<file path="src/rtl/eq_pkg.sv">
// Package of the error queue block: register map, field positions, error codes, types.
// Assumes a 32-bit APB master on the same clock and a parser that reports one event per cycle.
package eq_pkg;

	// Error codes held in the queue are 16-bit two's complement numbers.
	typedef logic signed [15:0] eq_code_t;

	// Kinds of syntax fault that the command parser reports.
	typedef enum logic [2:0] {
		eq_perr_unrec_t_val = 3'b000,
		eq_perr_too_many = 3'b001,
		eq_perr_too_few = 3'b010,
		eq_perr_undef_hdr = 3'b011,
		eq_perr_bad_num = 3'b100,
		eq_perr_bad_str = 3'b101
	} eq_perr_t;

	// One parser event: a valid strobe with the kind of fault.
	typedef struct packed {
		logic valid;
		eq_perr_t kind;
	} eq_parse_evt_t;

	// -------------------------------------------------------------
	// Register byte offsets.
	// -------------------------------------------------------------
	localparam logic [7:0] EQ_A_CTRL = 8'h00;
	localparam logic [7:0] EQ_A_ERRQ = 8'h04;
	localparam logic [7:0] EQ_A_ESR = 8'h08;
	localparam logic [7:0] EQ_A_STAT = 8'h0c;
	localparam logic [7:0] EQ_A_PUSH = 8'h10;
	localparam logic [7:0] EQ_A_VSET = 8'h14;
	localparam logic [7:0] EQ_A_ISET = 8'h18;
	localparam logic [7:0] EQ_A_OVL = 8'h1c;
	localparam logic [7:0] EQ_A_UVL = 8'h20;
	localparam logic [7:0] EQ_A_MODE = 8'h24;
	localparam logic [7:0] EQ_A_TRIG = 8'h28;
	localparam logic [7:0] EQ_A_STEP = 8'h2c;
	localparam logic [7:0] EQ_A_CAL = 8'h30;
	localparam logic [7:0] EQ_A_SEL = 8'h34;

	// -------------------------------------------------------------
	// Field positions and reset values.
	// -------------------------------------------------------------
	localparam int EQ_CTRL_CLS = 0;
	localparam int EQ_CTRL_STEP_CLR = 1;
	localparam int EQ_MODE_CAL_LOCK = 0;
	localparam int EQ_MODE_ANALOG_V = 1;
	localparam int EQ_MODE_ANALOG_I = 2;
	localparam int EQ_MODE_PROG_RUN = 3;
	localparam int EQ_ESR_CMD = 5;
	localparam int EQ_ESR_EXE = 4;
	localparam int EQ_ESR_DEV = 3;
	localparam int EQ_ESR_QRY = 2;
	localparam int EQ_VAL_LSB = 4;
	localparam int EQ_VAL_MSB = 19;
	localparam int EQ_VAL_HALF = 3;
	localparam logic [15:0] EQ_RST_OVL = 16'hffff;
	localparam logic [15:0] EQ_RST_UVL = 16'h0000;
	localparam logic [15:0] EQ_RST_SET = 16'h0000;
	localparam logic [3:0] EQ_RST_MODE = 4'h1;
	localparam logic [15:0] EQ_SEL_LAST = 16'h0002;

	// -------------------------------------------------------------
	// Error codes and class boundaries.
	// -------------------------------------------------------------
	localparam eq_code_t EQ_NO_ERR = 16'sd0;
	localparam eq_code_t EQ_C_UNREC = -16'sd102;
	localparam eq_code_t EQ_C_TOO_MANY = -16'sd108;
	localparam eq_code_t EQ_C_TOO_FEW = -16'sd109;
	localparam eq_code_t EQ_C_UNDEF_HDR = -16'sd113;
	localparam eq_code_t EQ_C_BAD_NUM = -16'sd121;
	localparam eq_code_t EQ_C_BAD_STR = -16'sd151;
	localparam eq_code_t EQ_C_PROTECTED = -16'sd203;
	localparam eq_code_t EQ_C_CONFLICT = -16'sd221;
	localparam eq_code_t EQ_C_RANGE = -16'sd222;
	localparam eq_code_t EQ_C_ILLEGAL = -16'sd224;
	localparam eq_code_t EQ_C_NO_MEM = -16'sd291;
	localparam eq_code_t EQ_C_OVERFLOW = -16'sd350;
	localparam eq_code_t EQ_CMD_HI = -16'sd100;
	localparam eq_code_t EQ_CMD_LO = -16'sd199;
	localparam eq_code_t EQ_EXE_HI = -16'sd200;
	localparam eq_code_t EQ_EXE_LO = -16'sd299;
	localparam eq_code_t EQ_DEV_HI = -16'sd300;
	localparam eq_code_t EQ_DEV_LO = -16'sd399;
	localparam eq_code_t EQ_QRY_HI = -16'sd400;
	localparam eq_code_t EQ_QRY_LO = -16'sd499;
	localparam eq_code_t EQ_POS_LO = 16'sd1;

endpackage

</file>
<file path="src/rtl/eq_error_queue.sv">
// Error queue with error classification, register file on APB and set point checks.
// Assumes pclk at 125 MHz, an APB master on pclk and a parser on pclk (no synchronisers).
//
// Implementation choices: the APB register port and the register offsets.
`timescale 1ns/100ps

module eq_error_queue
	import eq_pkg::*;
#(
	parameter int DEPTH = 16,
	parameter int STEP_DEPTH = 32,
	parameter logic [15:0] VALUE_MAX = 16'hea60
)
(
	input wire logic pclk,
	input wire logic presetn,
	input wire logic psel,
	input wire logic penable,
	input wire logic pwrite,
	input wire logic [31:0] paddr,
	input wire logic [31:0] pwdata,
	output logic [31:0] prdata,
	output logic pready,
	output logic pslverr,
	input wire eq_parse_evt_t parse_evt,
	output logic [15:0] voltage_set,
	output logic [15:0] current_set,
	output logic trig_pulse,
	output logic queue_not_empty
);

	localparam int AW = (DEPTH > 1) ? $clog2(DEPTH) : 1;
	localparam int CW = $clog2(DEPTH + 1);
	localparam int SW = $clog2(STEP_DEPTH + 1);
	localparam logic [CW-1:0] FULL_CNT = CW'(DEPTH);
	localparam logic [AW-1:0] LAST_IDX = AW'(DEPTH - 1);
	localparam logic [SW-1:0] STEP_FULL = SW'(STEP_DEPTH);

	// -------------------------------------------------------------
	// Register and queue state.
	// -------------------------------------------------------------
	eq_code_t q_mem [DEPTH];
	logic [AW-1:0] rd_ptr, wr_ptr, last_idx, wr_idx;
	logic [CW-1:0] count;
	logic [7:0] esr;
	logic [15:0] ovl, uvl, sel, cal_data;
	logic [3:0] mode;
	logic [SW-1:0] step_cnt;
	logic [7:0] addr;
	logic [16:0] rounded;
	eq_code_t apb_err_code, push_code, wr_data;
	// Strobes and status flags of the bus decode and of the queue's single write port.
	logic overflowed, rd_nonempty, acc_done, wr_done, rd_done, mapped, apb_err_valid;
	logic push_valid, do_cls, do_pop, q_full, wr_en;

	function automatic logic [AW-1:0] ptr_inc(input logic [AW-1:0] p);
		return (p == LAST_IDX) ? '0 : p + 1'b1;
	endfunction

	// Maps a code onto the status class bits that it sets.
	function automatic logic [7:0] class_bits(input eq_code_t c);
		logic [7:0] b;
		b = '0;
		b[EQ_ESR_CMD] = (c <= EQ_CMD_HI) && (c >= EQ_CMD_LO);
		b[EQ_ESR_EXE] = (c <= EQ_EXE_HI) && (c >= EQ_EXE_LO);
		b[EQ_ESR_DEV] = ((c <= EQ_DEV_HI) && (c >= EQ_DEV_LO)) || (c >= EQ_POS_LO);
		b[EQ_ESR_QRY] = (c <= EQ_QRY_HI) && (c >= EQ_QRY_LO);
		return b;
	endfunction

	// -------------------------------------------------------------
	// APB decode.
	// -------------------------------------------------------------
	// A parser event takes the single push slot, so every write, whether or not it could
	// queue an error, is held off for that cycle; reads go on and may pop meanwhile.
	assign pready = ~(parse_evt.valid & pwrite);
	assign acc_done = psel & penable & pready;
	assign addr = paddr[7:0];
	assign mapped = (paddr[31:8] == 24'h000000) && (addr[1:0] == 2'b00) && (addr <= EQ_A_SEL);
	assign wr_done = acc_done & pwrite & mapped;
	assign rd_done = acc_done & ~pwrite & mapped;
	assign pslverr = psel & penable & ~mapped;
	assign rounded = {1'b0, pwdata[EQ_VAL_MSB:EQ_VAL_LSB]} + {16'h0000, pwdata[EQ_VAL_HALF]};

	// Execution checks on register writes, set points and limits on the rounded value, SEL on raw pwdata; zero means accepted.
	always_comb
	begin
		apb_err_code = EQ_NO_ERR;
		case (addr)
			EQ_A_PUSH: apb_err_code = eq_code_t'(pwdata[15:0]);
			EQ_A_VSET:
			begin
				if (mode[EQ_MODE_ANALOG_V])
					apb_err_code = EQ_C_CONFLICT;
				else if (rounded > {1'b0, VALUE_MAX})
					apb_err_code = EQ_C_RANGE;
				else if (rounded > {1'b0, ovl} || rounded < {1'b0, uvl})
					apb_err_code = EQ_C_CONFLICT;
			end
			EQ_A_ISET:
			begin
				if (mode[EQ_MODE_ANALOG_I])
					apb_err_code = EQ_C_CONFLICT;
				else if (rounded > {1'b0, VALUE_MAX})
					apb_err_code = EQ_C_RANGE;
			end
			EQ_A_OVL, EQ_A_UVL:
			begin
				if (rounded > {1'b0, VALUE_MAX})
					apb_err_code = EQ_C_RANGE;
				else if ((addr == EQ_A_OVL) ? (rounded < {1'b0, voltage_set})
					: (rounded > {1'b0, voltage_set}))
					apb_err_code = EQ_C_CONFLICT;
			end
			EQ_A_TRIG:
			begin
				if (mode[EQ_MODE_PROG_RUN])
					apb_err_code = EQ_C_CONFLICT;
			end
			EQ_A_STEP:
			begin
				if (step_cnt == STEP_FULL)
					apb_err_code = EQ_C_NO_MEM;
			end
			EQ_A_CAL:
			begin
				if (mode[EQ_MODE_CAL_LOCK])
					apb_err_code = EQ_C_PROTECTED;
			end
			EQ_A_SEL:
			begin
				if (pwdata[15:0] > EQ_SEL_LAST)
					apb_err_code = EQ_C_ILLEGAL;
			end
			default: apb_err_code = EQ_NO_ERR;
		endcase
	end

	// A pushed code of zero still queues; other registers queue only a real fault.
	assign apb_err_valid = wr_done && ((addr == EQ_A_PUSH) || (apb_err_code != EQ_NO_ERR));

	// Parser faults map to fixed codes; pready keeps them apart from bus errors.
	always_comb
	begin
		push_valid = parse_evt.valid | apb_err_valid;
		push_code = apb_err_code;
		if (parse_evt.valid)
		begin
			unique case (parse_evt.kind)
				eq_perr_unrec_t_val: push_code = EQ_C_UNREC;
				eq_perr_too_many: push_code = EQ_C_TOO_MANY;
				eq_perr_too_few: push_code = EQ_C_TOO_FEW;
				eq_perr_undef_hdr: push_code = EQ_C_UNDEF_HDR;
				eq_perr_bad_num: push_code = EQ_C_BAD_NUM;
				eq_perr_bad_str: push_code = EQ_C_BAD_STR;
				default: push_code = EQ_C_UNREC;
			endcase
		end
	end

	// -------------------------------------------------------------
	// Queue.
	// -------------------------------------------------------------
	assign do_cls = wr_done & (addr == EQ_A_CTRL) & pwdata[EQ_CTRL_CLS];
	assign do_pop = rd_done & (addr == EQ_A_ERRQ) & rd_nonempty;
	assign q_full = (count == FULL_CNT);
	assign last_idx = (wr_ptr == '0) ? LAST_IDX : wr_ptr - 1'b1;
	assign queue_not_empty = (count != '0);

	// Write port; a full queue without a pop rewrites its newest entry.
	always_comb
	begin
		wr_en = push_valid;
		wr_data = push_code;
		wr_idx = do_cls ? '0 : wr_ptr;
		if (!do_cls && q_full && !do_pop)
		begin
			wr_idx = last_idx;
			wr_data = EQ_C_OVERFLOW;
		end
	end

	// Storage has no reset; only entries between the pointers are ever read.
	always_ff @(posedge pclk)
	begin
		if (wr_en)
			q_mem[wr_idx] <= wr_data;
	end

	// Pointers and fill level; a push into a full queue with a pop behaves normally.
	always_ff @(posedge pclk or negedge presetn)
	begin
		if (!presetn)
		begin
			rd_ptr <= '0;
			wr_ptr <= '0;
			count <= '0;
			overflowed <= 1'b0;
		end
		else if (do_cls)
		begin
			rd_ptr <= '0;
			wr_ptr <= push_valid ? AW'(1) : '0;
			count <= push_valid ? CW'(1) : '0;
			overflowed <= 1'b0;
		end
		else
		begin
			if (push_valid && !(q_full && !do_pop))
				wr_ptr <= ptr_inc(wr_ptr);
			if (do_pop)
				rd_ptr <= ptr_inc(rd_ptr);
			if (push_valid && !do_pop && !q_full)
				count <= count + 1'b1;
			else if (do_pop && !push_valid)
				count <= count - 1'b1;
			if (push_valid && q_full && !do_pop)
				overflowed <= 1'b1;
			else if (do_pop && count == CW'(1) && !push_valid)
				overflowed <= 1'b0;
		end
	end

	// Class bits are sticky; a new error outranks a clear in the same cycle.
	always_ff @(posedge pclk or negedge presetn)
	begin
		if (!presetn)
		begin
			esr <= '0;
		end
		else
		begin
			esr <= ((do_cls || (wr_done && addr == EQ_A_ESR)) ? (esr & ~pwdata[7:0]
				| {8{~do_cls}} & esr & ~pwdata[7:0]) & {8{~do_cls}} : esr)
				| (push_valid ? class_bits(push_code) : 8'h00);
		end
	end

	// -------------------------------------------------------------
	// Set points, limits, mode and step buffer.
	// -------------------------------------------------------------
	always_ff @(posedge pclk or negedge presetn)
	begin
		if (!presetn)
		begin
			voltage_set <= EQ_RST_SET;
			current_set <= EQ_RST_SET;
			ovl <= EQ_RST_OVL;
			uvl <= EQ_RST_UVL;
			mode <= EQ_RST_MODE;
			sel <= '0;
			cal_data <= '0;
		end
		else if (wr_done && !apb_err_valid)
			case (addr)
				EQ_A_VSET: voltage_set <= rounded[15:0];
				EQ_A_ISET: current_set <= rounded[15:0];
				EQ_A_OVL: ovl <= rounded[15:0];
				EQ_A_UVL: uvl <= rounded[15:0];
				EQ_A_MODE: mode <= pwdata[3:0];
				EQ_A_SEL: sel <= pwdata[15:0];
				EQ_A_CAL: cal_data <= pwdata[15:0];
				default: sel <= sel;
			endcase
	end

	// Accepted triggers leave as one-cycle pulses; refused steps do not count.
	always_ff @(posedge pclk or negedge presetn)
	begin
		if (!presetn)
		begin
			trig_pulse <= 1'b0;
			step_cnt <= '0;
		end
		else
		begin
			trig_pulse <= wr_done && addr == EQ_A_TRIG && !apb_err_valid;
			if (wr_done && addr == EQ_A_CTRL && pwdata[EQ_CTRL_STEP_CLR])
				step_cnt <= '0;
			else if (wr_done && addr == EQ_A_STEP && !apb_err_valid)
				step_cnt <= step_cnt + 1'b1;
		end
	end

	// -------------------------------------------------------------
	// Read data, captured in the setup cycle.
	// -------------------------------------------------------------
	// The head and its emptiness are latched together so that the popped entry
	// is always the one returned, even when a push lands between the setup and access cycles.
	always_ff @(posedge pclk or negedge presetn)
	begin
		if (!presetn)
		begin
			prdata <= '0;
			rd_nonempty <= 1'b0;
		end
		else if (psel && !penable)
		begin
			rd_nonempty <= queue_not_empty;
			case (addr)
				EQ_A_ERRQ: prdata <= queue_not_empty ? 32'(q_mem[rd_ptr]) : 32'(EQ_NO_ERR);
				EQ_A_ESR: prdata <= {24'h000000, esr};
				EQ_A_STAT: prdata <= {16'h0000, 7'(step_cnt), overflowed, 8'(count)};
				EQ_A_VSET: prdata <= {16'h0000, voltage_set};
				EQ_A_ISET: prdata <= {16'h0000, current_set};
				EQ_A_OVL: prdata <= {16'h0000, ovl};
				EQ_A_UVL: prdata <= {16'h0000, uvl};
				EQ_A_MODE: prdata <= {28'h0000000, mode};
				EQ_A_SEL: prdata <= {16'h0000, sel};
				EQ_A_CAL: prdata <= {16'h0000, cal_data};
				default: prdata <= '0;
			endcase
		end
	end
endmodule

</file>
<file path="config.mk">
export PLATFORM = sky130hd
export DESIGN_NAME = eq_error_queue
export DESIGN_NICKNAME = d
export VERILOG_FILES = /design/src/rtl/eq_pkg.sv /design/src/rtl/eq_error_queue.sv
export SDC_FILE = /design/constraint.sdc
export NUM_CORES = 1
export LEC_CHECK = 0
export ABC_AREA = 1
export BUFFER_PORTS_ARGS = -buffer_cell sky130_fd_sc_hd__buf_2
export CORE_ASPECT_RATIO = 0.9
export CORE_UTILIZATION = 45
export CTS_BUF_LIST = sky130_fd_sc_hd__clkbuf_16
export DETAILED_ROUTE_END_ITERATION = 16
export PLACE_DENSITY_LB_ADDON = 0.15
export SETUP_SLACK_MARGIN = 0.3
export SLEW_MARGIN = 20
export SYNTH_ARGS = -nofsm -noshare
export SYNTH_HDL_FRONTEND = slang
export SYNTH_SLANG_ARGS = --single-unit
</file>
<file path="constraint.sdc">
create_clock -name pclk -period 5.86 [get_ports pclk]
set_input_delay 1.172 -clock pclk [delete_from_list [all_inputs] [get_ports pclk]]
set_output_delay 1.172 -clock pclk [all_outputs]
set_load 0.005 [all_outputs]
</file>
==> impl_metrics.json, run 1 <==
{
  "row_count": 72,
  "hold_class": "flip-flop to flip-flop",
  "p_switching_w": 0.00185,
  "drc_errors": 0,
  "setup_slack_ns": 0.699,
  "numPortBuffers": 128,
  "die_area_um2": 44900,
  "numCtsBuffers": 44,
  "die_w_um": 223,
  "slew_headroom_pct": 29.0,
  "dp_hpwl_um": 41800,
  "globalplace.congestion": 0.931,
  "postSynth.asyncResetShare_pct": 36.5,
  "clk_pin_slew_ns": 0.06,
  "first_pass_iters": 5,
  "switching_share_pct": 26.8,
  "synthFlopType": "edfxtp_1",
  "synth_xor_area_share_pct": 0.738,
  "critPathBufInv": 4,
  "synth_top_family_by_area": "simple AND/OR/NAND/NOR gates",
  "routed_wl_um": 59300,
  "ys_warn_count": 0,
  "critPathMaxStageDelay_ns": 0.59,
  "crit_type": "primary input to flip-flop",
  "clkLatencyLatePin_ns": 0.57,
  "core_um2": 43200,
  "rsz0062_at_grt": "no",
  "report.final.hold_viol_count": 0,
  "grt_usage_pct": 26.4,
  "p_leak_nw": 9.93,
  "cts_buffer_depth": 3,
  "critical_path.top_delay_family": "simple AND/OR/NAND/NOR gates",
  "cts_tree": "built",
  "tns_ns": 0,
  "stdcell_count": 2840,
  "root_buffer": "clkbuf_16",
  "synthAdderAreaFrac_pct": 3.60,
  "critical_path_required_ns": 6.17,
  "fmax_ghz": 0.194,
  "skew_ns": 0.0227,
  "power_frac_seq_pct": 49.7,
  "synth-edff-count": 256,
  "drive_above_1_share_pct": 16.6,
  "syn_to_final_growth_pct": 16.5,
  "fin_util_pct": 53.4,
  "synth-seq-cells": 403,
  "max_slew.worst_pin.slew_ns": 1.06,
  "synth-compound-area-share_pct": 13.6,
  "drt.antenna.violating_nets": 0,
  "h-tree-depth": 2,
  "initial_core_util_pct": 45.9,
  "syn_area_um2": 19800,
  "dpl_worst_slack_ns": 0.0180,
  "fin_nets": 2381,
  "syn_nets": 2199,
  "setup_viol": 0,
  "vias": 16100,
  "worstSetupEndpointType": "flip-flop",
  "antenna_cells": 0,
  "synth_mux_area_share_pct": 0.681,
  "die_h_um": 201,
  "finalMaxSlewViolations": 0,
  "path_max_fanout": 16,
  "viasPerCell": 5.65,
  "cp-start-kind": "primary input",
  "grt-ovfl-total": 0,
  "wl_per_cell_um": 20.9,
  "ir_drop_uv": 242,
  "crit_top_cell": "nand2_1",
  "grt_max_degree": 87,
  "grt_pass1_wl_um": 89600,
  "cts.hold.buffers_added": 0,
  "synth-seq-area-share_pct": 57.4,
  "cap_viol_max_count": 0,
  "power_frac_clock_pct": 36.9,
  "internal_power_w": 0.00506,
  "grt_pass1_vias": 14900,
  "dpl.cell_count": 2760,
  "avgSynthCellArea_um2": 9.58,
  "power.density_nw_per_um2": 300,
  "clkSinkCount": 403,
  "finalCriticalPeriod_ns": 5.16,
  "dr.first_iter.drc_count": 1355,
  "cp_slowest_cell": "o21ai_0",
  "ctsResizeCount": 0,
  "finalCritPeriodShare_pct": 88.1,
  "syn_inst": 2069,
  "ios": 141,
  "post_cts_buffers": 0,
  "arrival_ns": 5.47,
  "synth.distinct_cells": 58,
  "antenna_found_initial": 3,
  "outcome": "completed",
  "power_frac_comb_pct": 13.4,
  "synth-simple-area-share_pct": 17.6
}
cell type report:
cell class,count,area (um2)
fillers,3917,20100
flip-flops and latches,403,11400
multi-input cells,1360,7240
repair buffers,237,1690
clock buffers,45,1130
inverters,205,773
well taps,555,694
clock inverters,35,180
Yosys cell counts (all sizes together) (22+ instances only):
library cell / n / area, um2
a21oi: 34 / 170
buf: 35 / 235
clkbuf: 66 / 248
dfrtp: 130 / 3250
edfxtp: 256 / 7690
ha: 57 / 713
inv: 199 / 749
nand2: 369 / 1400
nand3: 89 / 475
nand4: 39 / 244
nor2: 280 / 1130
o211ai: 22 / 165
o21ai: 270 / 1350
o22ai: 59 / 369
layout by cell type (no fill, tap or decap), types with 12 or more instances in the layout:
cell type | Yosys | routed
nand2_1 | 363 | 363
edfxtp_1 | 256 | 256
nor2_1 | 266 | 249
o21ai_0 | 203 | 203
inv_1 | 192 | 202
dfrtp_1 | 130 | 128
buf_2 | 11 | 127
buf_4 | 18 | 91
nand3_1 | 86 | 86
o21ai_1 | 67 | 67
o22ai_1 | 59 | 59
ha_1 | 57 | 57
clkbuf_16 | 0 | 45
nand4_1 | 39 | 39
a21oi_1 | 34 | 34
o211ai_1 | 22 | 22
nor2_2 | 6 | 20
o221ai_1 | 20 | 20
a221oi_1 | 20 | 20
nor3_1 | 18 | 18
buf_12 | 0 | 18
dfstp_2 | 17 | 17
clkinv_1 | 6 | 16
xor2_1 | 12 | 12
state kept, by name (all words and copies together), names as in the netlist:
signal,flops
wr_ptr,4
overflowed,1
ovl,16
q_mem,256
voltage_set,16
cal_data,16
uvl,16
prdata,17
sel,16
rd_ptr,4
rd_nonempty,1
mode,4
step_cnt,6
current_set,16
count,5
trig_pulse,1
esr,8
worst register-to-register path: cells and delay by family (launching register included):
kind	cells	cell delay (ns)
AND/OR/NAND/NOR	16	1.88
adder cells (fa/ha/maj)	1	0.33
flip-flops	1	0.33
AO/OA/AOI/OAI	1	0.59
buffers and inverters	3	0.43
kinds of logic after synthesis:
| group | Yosys count |
|---|---|
| AO/OA/AOI/OAI | 461 |
| XOR/XNOR | 15 |
| adder cells (fa/ha/maj) | 57 |
| buffers and inverters | 306 |
| flip-flops | 403 |
| multiplexers | 12 |
| AND/OR/NAND/NOR | 815 |
per-layer routing:
layer	routed length, um	GRT usage, %	up-vias
met5	29	0	-
met4	920	5.99	4
met3	5040	4.95	63
met2	25900	38.9	612
met1	27500	40.4	7816
li1	-	-	7564
worst paths after layout:
kind	startpoint	end	cells after the start	slack (ns)
max	pwdata[4]	q_mem[2][12]$_DFFE_PP_	26	0.70
min	sel[6]$_DFFE_PN0P_	sel[6]$_DFFE_PN0P_	2	0.47
max reg2reg	uvl[4]$_DFFE_PN0P_	q_mem[2][12]$_DFFE_PP_	21	2.03
min reg2reg	sel[6]$_DFFE_PN0P_	sel[6]$_DFFE_PN0P_	2	0.47
max in group asynchronous	presetn	rd_ptr[0]$_DFFE_PN0P_	2	4.07
min in group asynchronous	presetn	voltage_set[5]$_DFFE_PN0P_	1	0.60
power by group through the flow:
stage / Clock, W / Sequential (W) / Combinational (W)
after detailed placement: 0 / 0.00349 / 0.000913
final: 0.00255 / 0.00344 / 0.000925
after global routing: 0.00270 / 0.00346 / 0.00101
after global placement: 0 / 0.00349 / 0.000894
after CTS: 0.00260 / 0.00344 / 0.000917
after floorplan: 0 / 0.00346 / 0.000517
through the flow:
stage	area, um2	total power, W	hold WS [ns]
floorplan	19800	0.00398	0.436
global placement	21800	0.00438	0.449
detailed placement	21800	0.00441	0.454
CTS	23100	0.00696	0.468
global route	23100	0.00717	0.480
finish	23100	0.00692	0.465
Note: power is estimated with default switching activity, not from simulation.
==> run 2: changes to the inputs <==
--- a/config.mk
+++ b/config.mk
@@ -6,10 +6,10 @@
 export NUM_CORES = 1
 export LEC_CHECK = 0
 export ABC_AREA = 1
+export ABC_CLOCK_PERIOD_IN_PS = 5860
 export BUFFER_PORTS_ARGS = -buffer_cell sky130_fd_sc_hd__buf_2
 export CORE_ASPECT_RATIO = 0.9
 export CORE_UTILIZATION = 45
-export CTS_BUF_LIST = sky130_fd_sc_hd__clkbuf_16
 export DETAILED_ROUTE_END_ITERATION = 16
 export PLACE_DENSITY_LB_ADDON = 0.15
 export SETUP_SLACK_MARGIN = 0.3
==> run 2 against run 1 <==
Against the previous run: hold slack about the same; sequential cell count unchanged; non-clock buffer count unchanged; register-to-register slack improved by 0.05 ns; critical path depth unchanged; sequential power about the same; critical endpoint unchanged; final area about the same; critical path type unchanged; first-iteration DRC count decreased by 1.3%; clock power increased by 2%; worst setup slack improved by 0.040 ns; power increased by 0.59%; global-route usage about the same.
==> impl_metrics.json, run 2 (synthesized netlist as in run 1, its figures left out) <==
{
  "outcome": "completed",
  "wl_per_cell_um": 20.9,
  "routed_wl_um": 59300,
  "die_h_um": 201,
  "core_um2": 43200,
  "initial_core_util_pct": 45.9,
  "stdcell_count": 2840,
  "power_frac_comb_pct": 13.3,
  "hold_class": "flip-flop to flip-flop",
  "p_total_w": 0.00696,
  "rsz0062_at_grt": "no",
  "place_area_um2": 21800,
  "finalCriticalPeriod_ns": 5.12,
  "slew_headroom_pct": 31.3,
  "layout_common_cells": "363 x nand2_1, 256 x edfxtp_1, 249 x nor2_1, 203 x o21ai_0, 191 x inv_1",
  "tns_ns": 0,
  "cts_buffer_depth": 3,
  "switching_share_pct": 26.6,
  "dp_hpwl_um": 41800,
  "p_leak_nw": 9.90,
  "antenna_found_initial": 3,
  "clkLatencyLatePin_ns": 0.57,
  "grt_pass1_vias": 14900,
  "startpoint": "pwdata[4]",
  "max_slew.worst_pin.slew_ns": 1.03,
  "cts.hold.buffers_added": 0,
  "grt_pass1_wl_um": 89600,
  "finalCritPeriodShare_pct": 87.4,
  "report.final.hold_viol_count": 0,
  "dr.first_iter.drc_count": 1338,
  "ios": 141,
  "first_pass_iters": 5,
  "power_frac_seq_pct": 49.4,
  "setup_slack_ns": 0.740,
  "die_w_um": 223,
  "fin_nets": 2381,
  "top_regs": "q_mem x256, prdata x17",
  "drt.antenna.violating_nets": 0,
  "clkSinkCount": 403,
  "cts_tree": "built",
  "clk_pin_slew_ns": 0.06,
  "skew_ns": 0.0232,
  "fmax_ghz": 0.195,
  "largest_register": "q_mem",
  "stdcell_area_um2": 23100,
  "worstSetupEndpointType": "flip-flop",
  "crit_type": "primary input to flip-flop",
  "grt_usage_pct": 26.4,
  "grt-ovfl-total": 0,
  "drc_errors": 0,
  "drive_above_1_share_pct": 16.6,
  "power.density_nw_per_um2": 301,
  "finalMaxSlewViolations": 0,
  "dpl_worst_slack_ns": 0.0180,
  "numPortBuffers": 128,
  "internal_power_w": 0.00511,
  "p_switching_w": 0.00185,
  "arrival_ns": 5.43,
  "grt_max_degree": 87,
  "power_frac_clock_pct": 37.3,
  "largest_reg_flops": 256,
  "r2r_start": "uvl[4]$_DFFE_PN0P_",
  "critical_path_required_ns": 6.17,
  "numCtsBuffers": 44,
  "setup_viol": 0,
  "path_max_fanout": 16,
  "syn_to_final_growth_pct": 16.6,
  "row_count": 72,
  "hold_start": "sel[6]$_DFFE_PN0P_",
  "h-tree-depth": 2,
  "dpl.cell_count": 2760,
  "root_buffer": "clkbuf_16",
  "viasPerCell": 5.66,
  "ir_drop_uv": 243,
  "cap_viol_max_count": 0,
  "cp-start-kind": "primary input",
  "die_area_um2": 44900,
  "globalplace.congestion": 0.931,
  "layout_commonest_cell": "nand2_1",
  "vias": 16100,
  "antenna_cells": 0
}
==> run 2: layout make-up <==
class                   instances  area (um2)
repair buffers                237        1690
well taps                     555         694
inverters                     205         773
clock buffers                  58        1190
fillers                      3910       20100
clock inverters                22         131
multi-input cells            1360        7240
flip-flops and latches        403       11400
==> run 2: per-stage QoR <==
step	hold slack (ns)	util (%)
3_3_place_gp	0.449	50.4
6_report	0.465	53.5
5_1_grt	0.480	53.5
3_5_place_dp	0.454	50.4
2_1_floorplan	0.436	-
4_1_cts	0.468	53.4
==> run 2: power by group through the flow <==
stage	registers [W]	clock network, W	logic (W)
3_3_place_gp	0.00349	0	0.000894
5_1_grt	0.00346	0.00274	0.00101
2_1_floorplan	0.00346	0	0.000517
4_1_cts	0.00344	0.00265	0.000917
6_report	0.00344	0.00260	0.000924
3_5_place_dp	0.00349	0	0.000913
==> run 2: routing by layer <==
metal  wire (um)  share of wire (%)  vias to the layer above  global-route usage [%]
met2       25800                 44                      595                    38.9
met1       27500                 46                     7846                    40.3
met4         927                1.6                        4                    5.99
li1            -                  -                     7568                       -
met3        5030                8.5                       63                    4.95
met5          31              0.052                        -                       0
==> run 2: worst paths after layout <==
check                           depth (start not counted)  slack, ns                         end
worst min register to register                          2       0.47          sel[6]$_DFFE_PN0P_
worst max register to register                         21       2.08      q_mem[2][12]$_DFFE_PP_
worst min-delay path                                    2       0.47          sel[6]$_DFFE_PN0P_
worst max-delay path                                   26       0.74      q_mem[2][12]$_DFFE_PP_
max in group asynchronous                               2       4.07       rd_ptr[0]$_DFFE_PN0P_
min in group asynchronous                               1       0.59  voltage_set[5]$_DFFE_PN0P_
==> run 2: critical path, stage by stage <==
cell and delay, ns:
buf_2 0.14, ha_1 0.22, ha_1 0.22, nand3_1 0.17
xor2_1 0.21, inv_1 0.17, ha_1 0.35, nand2_1 0.05
o21ai_0 0.57, nand2_1 0.12, nand2_1 0.10, nand4_1 0.08
nand2_1 0.10, nor2_1 0.04, nor2_1 0.08, nand2_1 0.10
nand2_1 0.11, nand2_2 0.09, nor4_4 0.28, nand2_2 0.10
nand2_1 0.09, nand2_1 0.15, nand3_1 0.31, buf_4 0.17
nor2_2 0.04, buf_12 0.17
==> run 2: what timing repair did <==
action | 4_1_cts | 5_1_grt
resized for setup | 0 | 3
setup endpoints to repair | 0 | 48
setup buffers | 0 | 0
==> run 3: changes to the inputs <==
--- a/config.mk
+++ b/config.mk
@@ -5,10 +5,9 @@
 export SDC_FILE = /design/constraint.sdc
 export NUM_CORES = 1
 export LEC_CHECK = 0
-export ABC_AREA = 1
 export ABC_CLOCK_PERIOD_IN_PS = 5860
 export BUFFER_PORTS_ARGS = -buffer_cell sky130_fd_sc_hd__buf_2
-export CORE_ASPECT_RATIO = 0.9
+export CORE_ASPECT_RATIO = 1.4
 export CORE_UTILIZATION = 45
 export DETAILED_ROUTE_END_ITERATION = 16
 export PLACE_DENSITY_LB_ADDON = 0.15
==> run 3 against run 2 <==
Against the previous run: maximum frequency shrank 3.2%; sequential power shrank 5%; register-to-register slack lost 0.19 ns; largest power group unchanged; final cell count shrank 22%; critical path depth shrank 5; sequential cell count is the same.
==> impl_metrics.json, run 3 <==
{
  "cts_tree": "built",
  "place_area_um2": 21200,
  "synth-edff-count": 256,
  "synth_top_cell_by_area": "edfxtp_1",
  "numCtsBuffers": 41,
  "power.density_nw_per_um2": 290,
  "report.final.hold_viol_count": 0,
  "drt.antenna.violating_nets": 0,
  "viasPerCell": 5.89,
  "die_h_um": 246,
  "post_cts_buffers": 0,
  "critical_path_required_ns": 6.29,
  "power_frac_comb_pct": 10.8,
  "clk_pin_slew_ns": 0.06,
  "global_route.peak_usage_layer": "met2",
  "routed_wl_um": 57800,
  "grt_use_met3_pct": 3.59,
  "finalCriticalPeriod_ns": 5.29,
  "crit_top_cell": "buf_4",
  "grt-ovfl-total": 0,
  "p_switching_w": 0.00164,
  "critPathMaxStageDelay_ns": 0.42,
  "die_w_um": 176,
  "grt_usage_pct": 27.4,
  "synthFlopType": "edfxtp_1",
  "h-tree-depth": 2,
  "antenna_found_initial": 4,
  "syn_nets": 1580,
  "top_regs": "q_mem x256, prdata x17",
  "largest_reg_flops": 256,
  "synth_xor_area_share_pct": 1.23,
  "cap_viol_max_count": 0,
  "row_count": 88,
  "cp-start-kind": "primary input",
  "dr.first_iter.drc_count": 1089,
  "fmax_ghz": 0.189,
  "fin_nets": 1776,
  "clkSinkCount": 403,
  "seq_area_um2": 11400,
  "finalCritPeriodShare_pct": 90.2,
  "vias": 13100,
  "rsz0062_at_grt": "no",
  "synthAdderAreaFrac_pct": 3.79,
  "internal_power_w": 0.00488,
  "setup_slack_ns": 0.572,
  "met1_usage_pct": 30.5,
  "postSynth.asyncResetShare_pct": 36.5,
  "ys_warn_count": 0,
  "multiInputGateArea_um2": 7080,
  "first_pass_iters": 6,
  "synth-simple-area-share_pct": 10.9,
  "p_leak_nw": 8.51,
  "stdcell_count": 2217,
  "synth_common_cells": "256 x edfxtp_1, 150 x nand2_1, 130 x dfrtp_1, 85 x o21ai_0, 80 x mux4_2",
  "wl_per_cell_um": 26.1,
  "syn_inst": 1450,
  "power_frac_seq_pct": 50.3,
  "max_slew.worst_pin.slew_ns": 0.953,
  "drc_errors": 0,
  "largest_register": "q_mem",
  "ios": 141,
  "core_um2": 41500,
  "cts_buffer_depth": 3,
  "grt_max_degree": 100,
  "synth-compound-area-share_pct": 9.65,
  "path_max_fanout": 6,
  "syn_to_final_growth_pct": 17.6,
  "root_buffer": "clkbuf_16",
  "cts.hold.buffers_added": 0,
  "drive_above_1_share_pct": 27.8,
  "antenna_cells": 0,
  "cp_slowest_cell": "o21ai_0",
  "synth_mux_area_share_pct": 11.2,
  "worstSetupEndpointType": "flip-flop",
  "numPortBuffers": 128,
  "grt_pass1_vias": 13500,
  "yosysMostFrequentCell": "edfxtp_1",
  "dpl.cell_count": 2143,
  "netlist_top_cells_area": "edfxtp_1 40%, dfrtp_1 17%, mux4_2 9.4%",
  "fin_util_pct": 54.1,
  "nFillCells": 3499,
  "syn_area_um2": 19100,
  "cp_cell_sequence": "buf_2 > ha_1 > buf_4 > nand2_1 > nor3_1 > xnor2_1 > inv_1 > ha_1 > o21a_1 > o21ai_0 > a311oi_1 > buf_4 > nor3_1 > maj3_2 > o21a_1 > o211a_1 > nor3b_2 > buf_4 > nand4_1 > a22o_1 > a221o_1",
  "grt_pass1_wl_um": 85600,
  "switching_share_pct": 25.2,
  "hold_class": "flip-flop to flip-flop",
  "dp_hpwl_um": 40900,
  "slew_headroom_pct": 36.5,
  "synth-seq-area-share_pct": 59.6,
  "crit_type": "primary input to flip-flop",
  "dpl_worst_slack_ns": -0.126,
  "synth.distinct_cells": 82,
  "layout_common_cells": "256 x edfxtp_1, 150 x nand2_1, 127 x dfrtp_1, 127 x buf_2, 96 x buf_4",
  "synth_top_family_by_area": "multiplexers",
  "ctsResizeCount": 0,
  "met2_usage_pct": 49.4,
  "layout_commonest_cell": "edfxtp_1",
  "clkLatencyLatePin_ns": 0.55,
  "setup_viol": 0,
  "skew_ns": 0.0223,
  "synth-seq-cells": 403,
  "globalplace.congestion": 0.982,
  "tns_ns": 0,
  "outcome": "completed",
  "arrival_ns": 5.71,
  "die_area_um2": 43300,
  "avgSynthCellArea_um2": 13.2,
  "yosysTopAreaCellShare_pct": 40.2,
  "power_frac_clock_pct": 38.9,
  "stdcell_area_um2": 22500,
  "ir_drop_uv": 256,
  "initial_core_util_pct": 46.0,
  "finalMaxSlewViolations": 0
}
==> run 3: cell count changes after synthesis, sizes merged, moves of 18 or more <==
cell,previous run,this run
o22ai,59,2
a222oi,0,18
o21ai,270,85
and2,1,21
mux4,0,80
nor2,280,73
nand2,369,151
nand3,89,39
inv,199,79
a22o,1,21
o221ai,20,1
a22oi,1,29
==> run 3: kinds of logic after synthesis <==
group	count (synthesis)
compound gates	271
simple gates	414
mux	110
flops	403
buf+inv	168
xor+xnor	26
fa+ha+maj	58
==> run 3: worst paths after layout <==
check	start	cells after the start	endpoint	slack (ns)
worst max-delay path	pwdata[3]	21	esr[3]$_DFF_PN0_	0.57
worst min-delay path	sel[7]$_DFFE_PN0P_	1	sel[7]$_DFFE_PN0P_	0.49
worst max register to register	voltage_set[9]$_DFFE_PN0P_	15	esr[3]$_DFF_PN0_	1.89
worst min register to register	sel[7]$_DFFE_PN0P_	1	sel[7]$_DFFE_PN0P_	0.49
max in group asynchronous	presetn	2	uvl[7]$_DFFE_PN0P_	3.89
min in group asynchronous	presetn	1	voltage_set[4]$_DFFE_PN0P_	0.74
==> run 3: power groups by stage <==
| stage | Sequential [W] | Combinational [W] | Clock (W) |
|---|---|---|---|
| finish | 0.00328 | 0.000706 | 0.00254 |
| global route | 0.00329 | 0.000773 | 0.00270 |
| CTS | 0.00328 | 0.000710 | 0.00259 |
| floorplan | 0.00330 | 0.000405 | 0 |
| global placement | 0.00333 | 0.000693 | 0 |
| detailed placement | 0.00334 | 0.000708 | 0 |
==> run 3: cell type report <==
class,instances,share of cell area [%]
well taps,540,3.01
multi-input cells,879,31.5
clock inverters,24,0.858
clock buffers,50,4.89
inverters,79,1.32
repair buffers,242,7.69
flip-flops and latches,403,50.7
==> run 3: per-layer routing <==
layer / share of wire, % / vias up
met5: 0.095 / -
met4: 6.6 / 8
met3: 4.2 / 160
met2: 53 / 385
met1: 37 / 6594
li1: - / 5920
==> run 3: per-stage QoR <==
stage          hold WS (ns)  power [W]
2_1_floorplan         0.450    0.00371
3_3_place_gp          0.472    0.00403
3_5_place_dp          0.471    0.00405
4_1_cts               0.490    0.00658
5_1_grt               0.509    0.00676
6_report              0.486    0.00653
==> run 3: critical path, delay by kind of cell <==
kind	cells	cell delay, ns
buf+inv	5	0.72
simple gates	5	1.03
compound gates	7	1.79
xor+xnor	1	0.19
fa+ha+maj	3	0.79
